--- src/rtl/ccr_pkg.sv ---
// Purpose: Constants for the configuration control register block.
// Assumes: 32-bit AHB-Lite register bus, 100 MHz clock.
// Notes:   How it works is summarised below.
// How it works
// - Pin-select lock set blocks every write to the pin-select registers.
// - Module-disable lock set blocks every write to the module-disable registers.
// - Lock bits change only after the system unlock sequence.
// - JTAG port enable is read/write, resets to one, enables the port.
// - Two-wire TDO bit is read/write; one means the 2-wire protocol uses TDO.
// - Bits 2 and 1 read as one; writes to them are ignored.
// - Bits 31-14 and 11-4 read as zero; writes to them are ignored.
// - JTAG enable reset value comes from the nonvolatile configuration word.
package ccr_pkg;
    localparam logic [31:0] CCR_CFG_CTRL_OFFSET   = 32'h0000_0000;
    localparam logic [31:0] CCR_PIN_SEL_OFFSET    = 32'h0000_0010;
    localparam logic [31:0] CCR_MOD_DIS_OFFSET    = 32'h0000_0020;
    localparam int          CCR_PIN_LOCK_BIT      = 13;
    localparam int          CCR_MOD_LOCK_BIT      = 12;
    localparam int          CCR_JTAG_EN_BIT       = 3;
    localparam int          CCR_TDO_USE_BIT       = 0;
    localparam logic [31:0] CCR_ONES_MASK         = 32'h0000_0006;
    localparam logic        CCR_PIN_LOCK_RESET    = 1'b0;
    localparam logic        CCR_MOD_LOCK_RESET    = 1'b0;
    localparam logic        CCR_TDO_USE_RESET     = 1'b1;
    localparam logic        CCR_JTAG_EN_RESET     = 1'b1;
    localparam logic [1:0]  CCR_HTRANS_NONSEQ     = 2'h2;
    localparam logic [2:0]  CCR_HSIZE_WORD        = 3'h2;
    localparam logic [1:0]  CCR_STRAP_LOAD_COUNT  = 2'h2;
    localparam logic [1:0]  CCR_STRAP_DONE_COUNT  = 2'h3;
endpackage

--- src/rtl/ccr_config_control.sv ---
// Purpose: Configuration control register with lock bits, JTAG enable and 2-wire TDO select.
// Assumes: AHB-Lite slave, single word transfers, one clock, synchronous active-low reset.
// Notes:   Pin-select and module-disable registers live outside; this block gates their write strobes.
`timescale 1ns/1ps
module ccr_config_control (
    input  wire logic        clk,
    input  wire logic        resetn,
    input  wire logic        hsel,
    input  wire logic [31:0] haddr,
    input  wire logic [1:0]  htrans,
    input  wire logic        hwrite,
    input  wire logic [2:0]  hsize,
    input  wire logic [31:0] hwdata,
    input  wire logic        hready,
    output logic      [31:0] hrdata,
    output logic             hreadyout,
    output logic             hresp,
    input  wire logic        unlockDone,
    input  wire logic        jtagEnableStrap,
    output logic             pin_select_lock,
    output logic             module_disable_lock,
    output logic             jtag_port_enable,
    output logic             two_wire_tdo_use,
    output logic             pinSelectWrite,
    output logic             moduleDisableWrite,
    output logic      [31:0] peripheralWriteData
);
    import ccr_pkg::*;

    logic        unlockMeta;
    logic        unlockSync;
    logic        strapMeta;
    logic        strapSync;
    logic        strapLoad;
    logic        phaseWrite;
    logic [31:0] phaseAddr;
    logic        busWrite;
    logic        ctrlWrite;
    logic        pinLockValue;
    logic        modLockValue;
    logic        tdoValue;
    logic        jtagValue;
    logic        next_jtag;

    // The unlock and strap levels come from other logic that may not share our clock.
    always_ff @(posedge clk) begin
        if (!resetn) begin
            unlockMeta <= 1'b0;
            unlockSync <= 1'b0;
            strapMeta  <= 1'b0;
            strapSync  <= 1'b0;
        end else begin
            unlockMeta <= unlockDone;
            unlockSync <= unlockMeta;
            strapMeta  <= jtagEnableStrap;
            strapSync  <= strapMeta;
        end
    end

    // The strap is taken on the fourth clock edge after reset release, once it has crossed the synchroniser.
    logic [1:0] strapCount;
    always_ff @(posedge clk) begin
        if (!resetn) begin
            strapCount <= 2'h0;
            strapLoad  <= 1'b0;
        end else begin
            strapLoad <= 1'b0;
            if (strapCount != CCR_STRAP_DONE_COUNT) begin
                strapCount <= strapCount + 2'h1;
                strapLoad  <= (strapCount == CCR_STRAP_LOAD_COUNT);
            end
        end
    end

    always_ff @(posedge clk) begin
        if (!resetn) begin
            phaseWrite <= 1'b0;
            phaseAddr  <= 32'h0000_0000;
        end else if (hready) begin
            phaseWrite <= hsel && htrans == CCR_HTRANS_NONSEQ && hwrite && hsize == CCR_HSIZE_WORD;
            phaseAddr  <= {haddr[31:2], 2'h0};
        end
    end

    assign busWrite  = phaseWrite;
    assign ctrlWrite = busWrite && phaseAddr == CCR_CFG_CTRL_OFFSET;

    ccr_field_reg #(
        .RESET_VALUE (CCR_PIN_LOCK_RESET)
    ) pinLockReg (
        .clk         (clk),
        .resetn      (resetn),
        .writeEnable (ctrlWrite && unlockSync),
        .writeData   (hwdata[CCR_PIN_LOCK_BIT]),
        .value       (pinLockValue)
    );

    ccr_field_reg #(
        .RESET_VALUE (CCR_MOD_LOCK_RESET)
    ) modLockReg (
        .clk         (clk),
        .resetn      (resetn),
        .writeEnable (ctrlWrite && unlockSync),
        .writeData   (hwdata[CCR_MOD_LOCK_BIT]),
        .value       (modLockValue)
    );

    ccr_field_reg #(
        .RESET_VALUE (CCR_TDO_USE_RESET)
    ) tdoReg (
        .clk         (clk),
        .resetn      (resetn),
        .writeEnable (ctrlWrite),
        .writeData   (hwdata[CCR_TDO_USE_BIT]),
        .value       (tdoValue)
    );

    // Software writes take priority over a strap load in the same cycle.
    always_comb begin
        next_jtag = jtagValue;
        if (strapLoad) begin
            next_jtag = strapSync;
        end
        if (ctrlWrite) begin
            next_jtag = hwdata[CCR_JTAG_EN_BIT];
        end
    end

    always_ff @(posedge clk) begin
        if (!resetn) begin
            jtagValue <= CCR_JTAG_EN_RESET;
        end else begin
            jtagValue <= next_jtag;
        end
    end

    always_ff @(posedge clk) begin
        if (!resetn) begin
            pin_select_lock     <= CCR_PIN_LOCK_RESET;
            module_disable_lock <= CCR_MOD_LOCK_RESET;
            jtag_port_enable    <= CCR_JTAG_EN_RESET;
            two_wire_tdo_use    <= CCR_TDO_USE_RESET;
        end else begin
            pin_select_lock     <= pinLockValue;
            module_disable_lock <= modLockValue;
            jtag_port_enable    <= jtagValue;
            two_wire_tdo_use    <= tdoValue;
        end
    end

    // Forwarded peripheral writes are one cycle late and carry data registered alongside.
    always_ff @(posedge clk) begin
        if (!resetn) begin
            pinSelectWrite      <= 1'b0;
            moduleDisableWrite  <= 1'b0;
            peripheralWriteData <= 32'h0000_0000;
        end else begin
            pinSelectWrite      <= busWrite && phaseAddr == CCR_PIN_SEL_OFFSET && !pinLockValue;
            moduleDisableWrite  <= busWrite && phaseAddr == CCR_MOD_DIS_OFFSET && !modLockValue;
            peripheralWriteData <= busWrite ? hwdata : peripheralWriteData;
        end
    end

    // A read whose address phase overlaps the data phase of a register write must see the new value,
    // so the pending write is forwarded into the read word with the same gating the fields use.
    logic [31:0] readWord;
    always_comb begin
        readWord                   = CCR_ONES_MASK;
        readWord[CCR_PIN_LOCK_BIT] = (ctrlWrite && unlockSync) ? hwdata[CCR_PIN_LOCK_BIT] : pinLockValue;
        readWord[CCR_MOD_LOCK_BIT] = (ctrlWrite && unlockSync) ? hwdata[CCR_MOD_LOCK_BIT] : modLockValue;
        readWord[CCR_JTAG_EN_BIT]  = next_jtag;
        readWord[CCR_TDO_USE_BIT]  = ctrlWrite ? hwdata[CCR_TDO_USE_BIT] : tdoValue;
    end

    // Read data is registered at the address phase so it stands during the data phase.
    always_ff @(posedge clk) begin
        if (!resetn) begin
            hrdata <= 32'h0000_0000;
        end else if (hready && hsel && htrans == CCR_HTRANS_NONSEQ && !hwrite) begin
            hrdata <= ({haddr[31:2], 2'h0} == CCR_CFG_CTRL_OFFSET) ? readWord : 32'h0000_0000;
        end
    end

    always_ff @(posedge clk) begin
        if (!resetn) begin
            hreadyout <= 1'b0;
            hresp     <= 1'b0;
        end else begin
            hreadyout <= 1'b1;
            hresp     <= 1'b0;
        end
    end
endmodule

--- src/rtl/ccr_field_reg.sv ---
// Purpose: One writable control bit with a gated write enable.
// Assumes: Synchronous active-low reset.
// Notes:   The reset value is a constant; loading a strap is done by the caller.
`timescale 1ns/1ps
module ccr_field_reg #(
    parameter logic RESET_VALUE = 1'b0
) (
    input  wire logic clk,
    input  wire logic resetn,
    input  wire logic writeEnable,
    input  wire logic writeData,
    output logic      value
);
    always_ff @(posedge clk) begin
        if (!resetn) begin
            value <= RESET_VALUE;
        end else if (writeEnable) begin
            value <= writeData;
        end
    end
endmodule

--- config.mk ---
export PLATFORM = sky130hd
export DESIGN_NAME = ccr_config_control
export DESIGN_NICKNAME = d
export VERILOG_FILES = /design/src/rtl/ccr_pkg.sv /design/src/rtl/ccr_config_control.sv /design/src/rtl/ccr_field_reg.sv
export SDC_FILE = /design/constraint.sdc
export NUM_CORES = 1
export LEC_CHECK = 0
export BUFFER_PORTS_ARGS = -buffer_cell sky130_fd_sc_hd__buf_2
export CAP_MARGIN = 20
export CORE_UTILIZATION = 40
export CTS_CLUSTER_DIAMETER = 40
export DETAILED_ROUTE_END_ITERATION = 10
export PLACE_DENSITY_LB_ADDON = 0.2
export SLEW_MARGIN = 20
export SYNTH_ARGS = -nofsm -noshare
export SYNTH_HDL_FRONTEND = slang
export SYNTH_SLANG_ARGS = --single-unit
--- constraint.sdc ---
create_clock -name clk -period 1.9 [get_ports clk]
set_clock_uncertainty 0.1 [all_clocks]
set_input_delay 0.095 -clock clk [delete_from_list [all_inputs] [get_ports clk]]
set_output_delay 0.095 -clock clk [all_outputs]
set_load 0.05 [all_outputs]
* Word-level counts from Yosys, hierarchy flattened
Index checks and enable logic that the tools add are counted.
** Storage, ports and cells
- Bits in registers :: 113
- Latch bits :: 0
- Bits in writable memories :: 0
- Memory bits (read-only) :: 0
- Input bits :: 76
- Word-level logic and storage cells :: 53
- Memories kept :: 0
** Cells by class
- Add/sub/neg operators :: 1
- Multipliers :: 0
- Divide/modulo/power cells :: 0
- $lt $le $gt $ge :: 0
- Equality and inequality tests :: 6
- Shift operators :: 0
- Muxes and demuxes :: 7
- Bitwise logic cells :: 0
- Reductions and logical operators :: 18
** Operators by type and width (count)
- logical NOT 32 bit :: 1
- == test 30 x 3 -> 1 bit, second input constant :: 1
- == test 30 x 4 -> 1 bit, second input constant :: 1
- logical NOT 30 bit :: 1
- two-way mux 14 bit :: 1
- logical AND 1 bit :: 12
- two-way mux 1 bit :: 6
- == test 2 bit, second input constant :: 2
- == test 3 x 2 -> 1 bit, second input constant :: 1
- logical NOT 1 bit :: 3
- adder 2 x 1 -> 2 bit, second input constant :: 1
- inequality test 2 bit, second input constant :: 1
- AND reduction 2 bit :: 1

* Longest topological paths before layout
- Word-level depth :: 5
- Mapped depth :: 6
- Depth with buffers taken out :: 5

* Cells and area by module
Synthesis repeated with hierarchy kept, for this count alone.
** Second synthesis, totals
- Cells, all modules :: 348
- Area, all modules :: 3651.0 µm²
** By module, submodules not included
- ccr_config_control :: instances 1, cells an instance 339, area each 3544.6 µm², sequential area each 1661.6 µm²
- ccr_field_reg at modLockReg ... :: instances 2, cells an instance 3, area each 36.3 µm², sequential area each 20.0 µm²
- ccr_field_reg at tdoReg :: instances 1, cells an instance 3, area each 33.8 µm², sequential area each 20.0 µm²

* Least setup slack after synthesis
OpenSTA, ideal clock, no wires.
- Kind :: register to register
- From :: register phaseAddr[3]
- To :: register hrdata[0]
- Library setup time :: 0.118 ns
- Arrival time :: 1.374 ns
- Path slack :: 0.308 ns
- Stages on the path, launching flop included :: 6
- Cell sequence :: dfxtp_1 > nor4_4 > nand4_1 > nor4_2 > mux2i_1 > o21ai_1
** Between the ends
- Longest elaborated chain between the ends :: 4
** RTL lines
- start: declaration :: RTL line ccr_config_control.sv:36 : logic [31:0] phaseAddr;
- start signal: assignment :: RTL line ccr_config_control.sv:81 : phaseAddr <= {haddr[31:2], 2'h0};
- logical NOT 32 bit :: RTL line ccr_config_control.sv:86 : assign ctrlWrite = busWrite && phaseAddr == CCR_CFG_CTRL_OFFSET;
- logical AND 1 bit :: RTL line ccr_config_control.sv:86
- two-way mux 1 bit :: RTL line ccr_config_control.sv:172 : readWord[CCR_TDO_USE_BIT] = ctrlWrite ? hwdata[CCR_TDO_USE_BIT] : tdoValue;
- two-way mux 14 bit :: RTL line ccr_config_control.sv:180 : hrdata <= ({haddr[31:2], 2'h0} == CCR_CFG_CTRL_OFFSET) ? readWord : 32'h0000_0000;
- end signal: assignment :: RTL line ccr_config_control.sv:180
- end: declaration :: RTL line ccr_config_control.sv:15 : output logic [31:0] hrdata,
No other way between the ends.
A chain may end at the register's enable or synchronous reset.

* Worst setup path in the final report
- From :: input haddr[13]
- To :: register hrdata[12]
** Between the ends
- Longest elaborated chain between the ends :: 2
** RTL lines
- start: declaration :: RTL line ccr_config_control.sv:9 : input wire logic [31:0] haddr,
- logical NOT 30 bit :: RTL line ccr_config_control.sv:180
- two-way mux 14 bit :: RTL line ccr_config_control.sv:180
No other way between the ends.

==> results.md <==
- Row cnt: 33
- Port-buffer cells: between 100 and 150
- Fin area: between 4000 and 5000 sq um
- WL met2: 4014 microns
- Boundary Pins: ~150
- Netlist Area Pre-Place: ~3400 sq um
- Lkg Pwr: roughly 2.2 nW
- Synth Instances: 340
- Synth warn: 0
- Antenna cells: 0
- Worst setup SP type: input port
- Reg2Reg Launch Point: phaseAddr[17]
- Highest routed layer: met4
- Cell variety after synth: 32
- Die Width: around 95 microns
- Peak Freq: 534.7 MHz
- Critical Path End Type: flop
- Worst skew pair latency: between 0.3 and 0.4 ns
- Critical Path RT: between 2 and 2.5 ns
- Finished Layout Cells: approximately 630
- Full die area: 8997 sq um
- Nets: ~600
- DPL Wire Length: 5086 microns
- Average size of a mapped cell: slightly above 10 sq um
- Final hold violation count: 0
- # setup viols final: 0
- Global Route Usage Sum: about a fifth
- Num CTS Buffers: 9
- R2R Setup Slk: between 0.1 and 0.15 ns
- Routed Wire Length: 8276 microns
- Seq cells post-synth: 86
- Clk root buf: clkbuf_8
- Slew at the pin closest to its max-slew limit: between 0.7 and 0.8 ns
- Dpl ws: around 0.097 ns
- Max VDD drop: 0.0003580 V
- # DRC: 0
- Pwr/cell area: approximately 740 nW/um^2
- Share of layout cells above drive strength 1: slightly below 30%
- Setup ws final: 0.02991 ns
- CP arrival: between 2 and 2.5 ns
- Vias in the first global route: 2,828
- Vias/cell: approximately 4.6
- CTS tree: built
- M1 WL: approximately 3700 microns
- Hold wc startpoint: htrans[1]
- GPL Wtd Cong: between 0.7 and 0.8
- Reg2Reg Depth: 5
- CP Cell Sequence: dlygate4sd3_1 -> buf_2 -> nor4_1 -> nand4_1 -> or4_4 -> o21ai_1
- Via Count: around 2,900
- First-pass GRT wire length: about 13,000 microns
- CP max-delay cell: or4_4
- Wire length on met3: about 480 microns
- Clk buf depth: 2
- Worst Hold Path EP: busWrite
- Worst setup path start: haddr[13]
- Worst path max stage delay: 0.57 ns
- Final period util: between 90 and 100%
- First drt pass iteration count: 4
- Kind of critical path: in2reg
- DRT iter0 DRCs: 96
- Clock transition at path regs: around 0.08 ns
- Placed cell count: between 500 and 600
- Die H: between 90 and 100 microns
- Clk sinks: 86
- Pins Over Slew Limit: 0
- MaxCap Viol Count: 0
- GRT overflow: 0
- Status: finished clean
- Seq/Total Area, Yosys: about half
- Min Tclk post-route: ~1.9 ns
- CTS H-tree depth: 3
- Fillers: roughly 720
- HP Class: in2reg
- End of the worst register-to-register path: hrdata[12]
- Largest net degree at the start of global routing: around 70
- Slew margin rel.: roughly half
- Area after DPL: about 4000 sq um
- Initial antenna violation count: 0
- Worst Path Buf+Inv: 2
- Max FO, Critical Path: 4
- Final ANT Viol Nets: 0
- Core area: about 8300 sq um
- Synth-to-Final Area Change: 41.87%
- Cell family with most CP delay: simple AND/OR/NAND/NOR gates
- Wirelength per Cell: ~13 microns
- Starting Density: 41.55%
- Hold depth: 5
-- per-stage QoR --
stage	total power, mW	utilization (%)	hold slack [ns]	setup TNS (ns)
final	3.597	58.95	0.02729	0
after global routing	3.785	58.95	0.01468	-0.01539
after CTS	3.627	58.66	0.01283	0
after detailed placement	2.373	48.45	0.2061	0
after global placement	2.363	48.45	0.2017	0
after floorplan	2.287	-	0.02272	0
-- sequential cells by signal (all words and copies together) (netlist names), 2 cells and up --
register             flops
strapCount               2
hrdata                   5
peripheralWriteData     32
phaseAddr               30
-- worst register-to-register path: cells and delay by family, from the launching register on --
| kind | cells | cell delay (ns) |
|---|---|---|
| DFF | 1 | 0.34 |
| and+or+nand+nor | 3 | 0.86 |
| AOI/OAI and AO/OA | 1 | 0.09 |
| muxes | 1 | 0.27 |
-- cell usage after synthesis --
library cell,count,area [sq um]
buf_2,6,30.03
nand3_1,6,30.03
nand2_1,5,18.77
nor4bb_1,1,10.01
ha_1,2,25.02
and2_1,6,37.54
conb_1,1,3.750
a21oi_1,2,10.01
nor4_4,3,63.81
nand2b_1,4,25.02
buf_4,29,217.7
or4_1,1,7.510
nor4_1,14,87.58
nor4b_1,1,8.760
nand4_2,1,12.51
nor2b_1,2,12.51
clkbuf_1,8,30.03
xor2_1,1,8.760
mux2_2,1,11.26
buf_1,1,3.750
buf_6,1,11.26
nand4_1,6,37.54
nor2_1,74,277.8
clkinv_1,1,3.750
dfxtp_1,86,1722
nand3b_1,1,7.510
nor3_1,1,5.000
nor3_2,1,10.01
nor4_2,2,25.02
o21ai_1,4,20.02
inv_1,1,3.750
mux2i_1,67,670.6
-- power by group --
part	switching (mW)	leakage (nW)	internal (mW)
registers	0.0481	0.701	1.86
clock network	0.640	0.0893	0.512
logic	0.295	1.43	0.242
-- how the worst max path moves through the flow --
stage	to	slack (ns)	cells after the start
2_1_floorplan	hrdata[0]	0.31	5
3_3_place_gp	modLockReg.value	0.13	5
3_5_place_dp	hrdata[12]	0.1	5
4_1_cts	hrdata[12]	0.001	6
5_1_grt	hrdata[12]	-0.01	6
6_report	hrdata[12]	0.03	6
-- layer usage --
layer,vias up,GRT usage [%]
met5,-,0
met1,1342,22.68
li1,1470,-
met2,112,32.19
met3,7,4.428
met4,0,6.692
-- repair_timing --
item | 4_1_cts | 5_1_grt
gates resized for setup | 0 | 5
endpoints found under the setup margin | 0 | 7
hold buffers | 67 | 0
hold endpoints to repair | 73 | 0
buffers inserted | 0 | 0
-- logic make-up after synthesis --
family / after synthesis / share of synthesized area, %
simple gates: 129 / 19.63
flops: 86 / 49.93
mux: 68 / 19.77
buf+inv: 47 / 8.708
compound gates: 6 / 0.8709
fa+ha+maj: 2 / 0.7256
other cells: 1 / 0.1087
xor+xnor: 1 / 0.2540
-- final cells by class --
cell class	count	area [sq um]	share of cell area, %
multi-input cells	233	1548	31.64
repair buffers	191	1306	26.70
clock buffers	11	141.4	2.890
well taps	105	131.4	2.685
clock inverters	5	35.03	0.7161
inverters	2	7.507	0.1535
flip-flops and latches	86	1723	35.22
-- placed cells by master (no fill, tap or decap), types with 5 or more instances in the layout --
cell type        n
clkbuf_8        10
nor4_1          12
dfxtp_1         85
nor2_1          74
and2_1           6
buf_4            6
buf_2          118
conb_1          27
nand3_1          6
dlygate4sd3_1   67
nand2_1          5
mux2i_1         65
nand4_1          6
No activity file was read; power rests on OpenSTA's default activity.
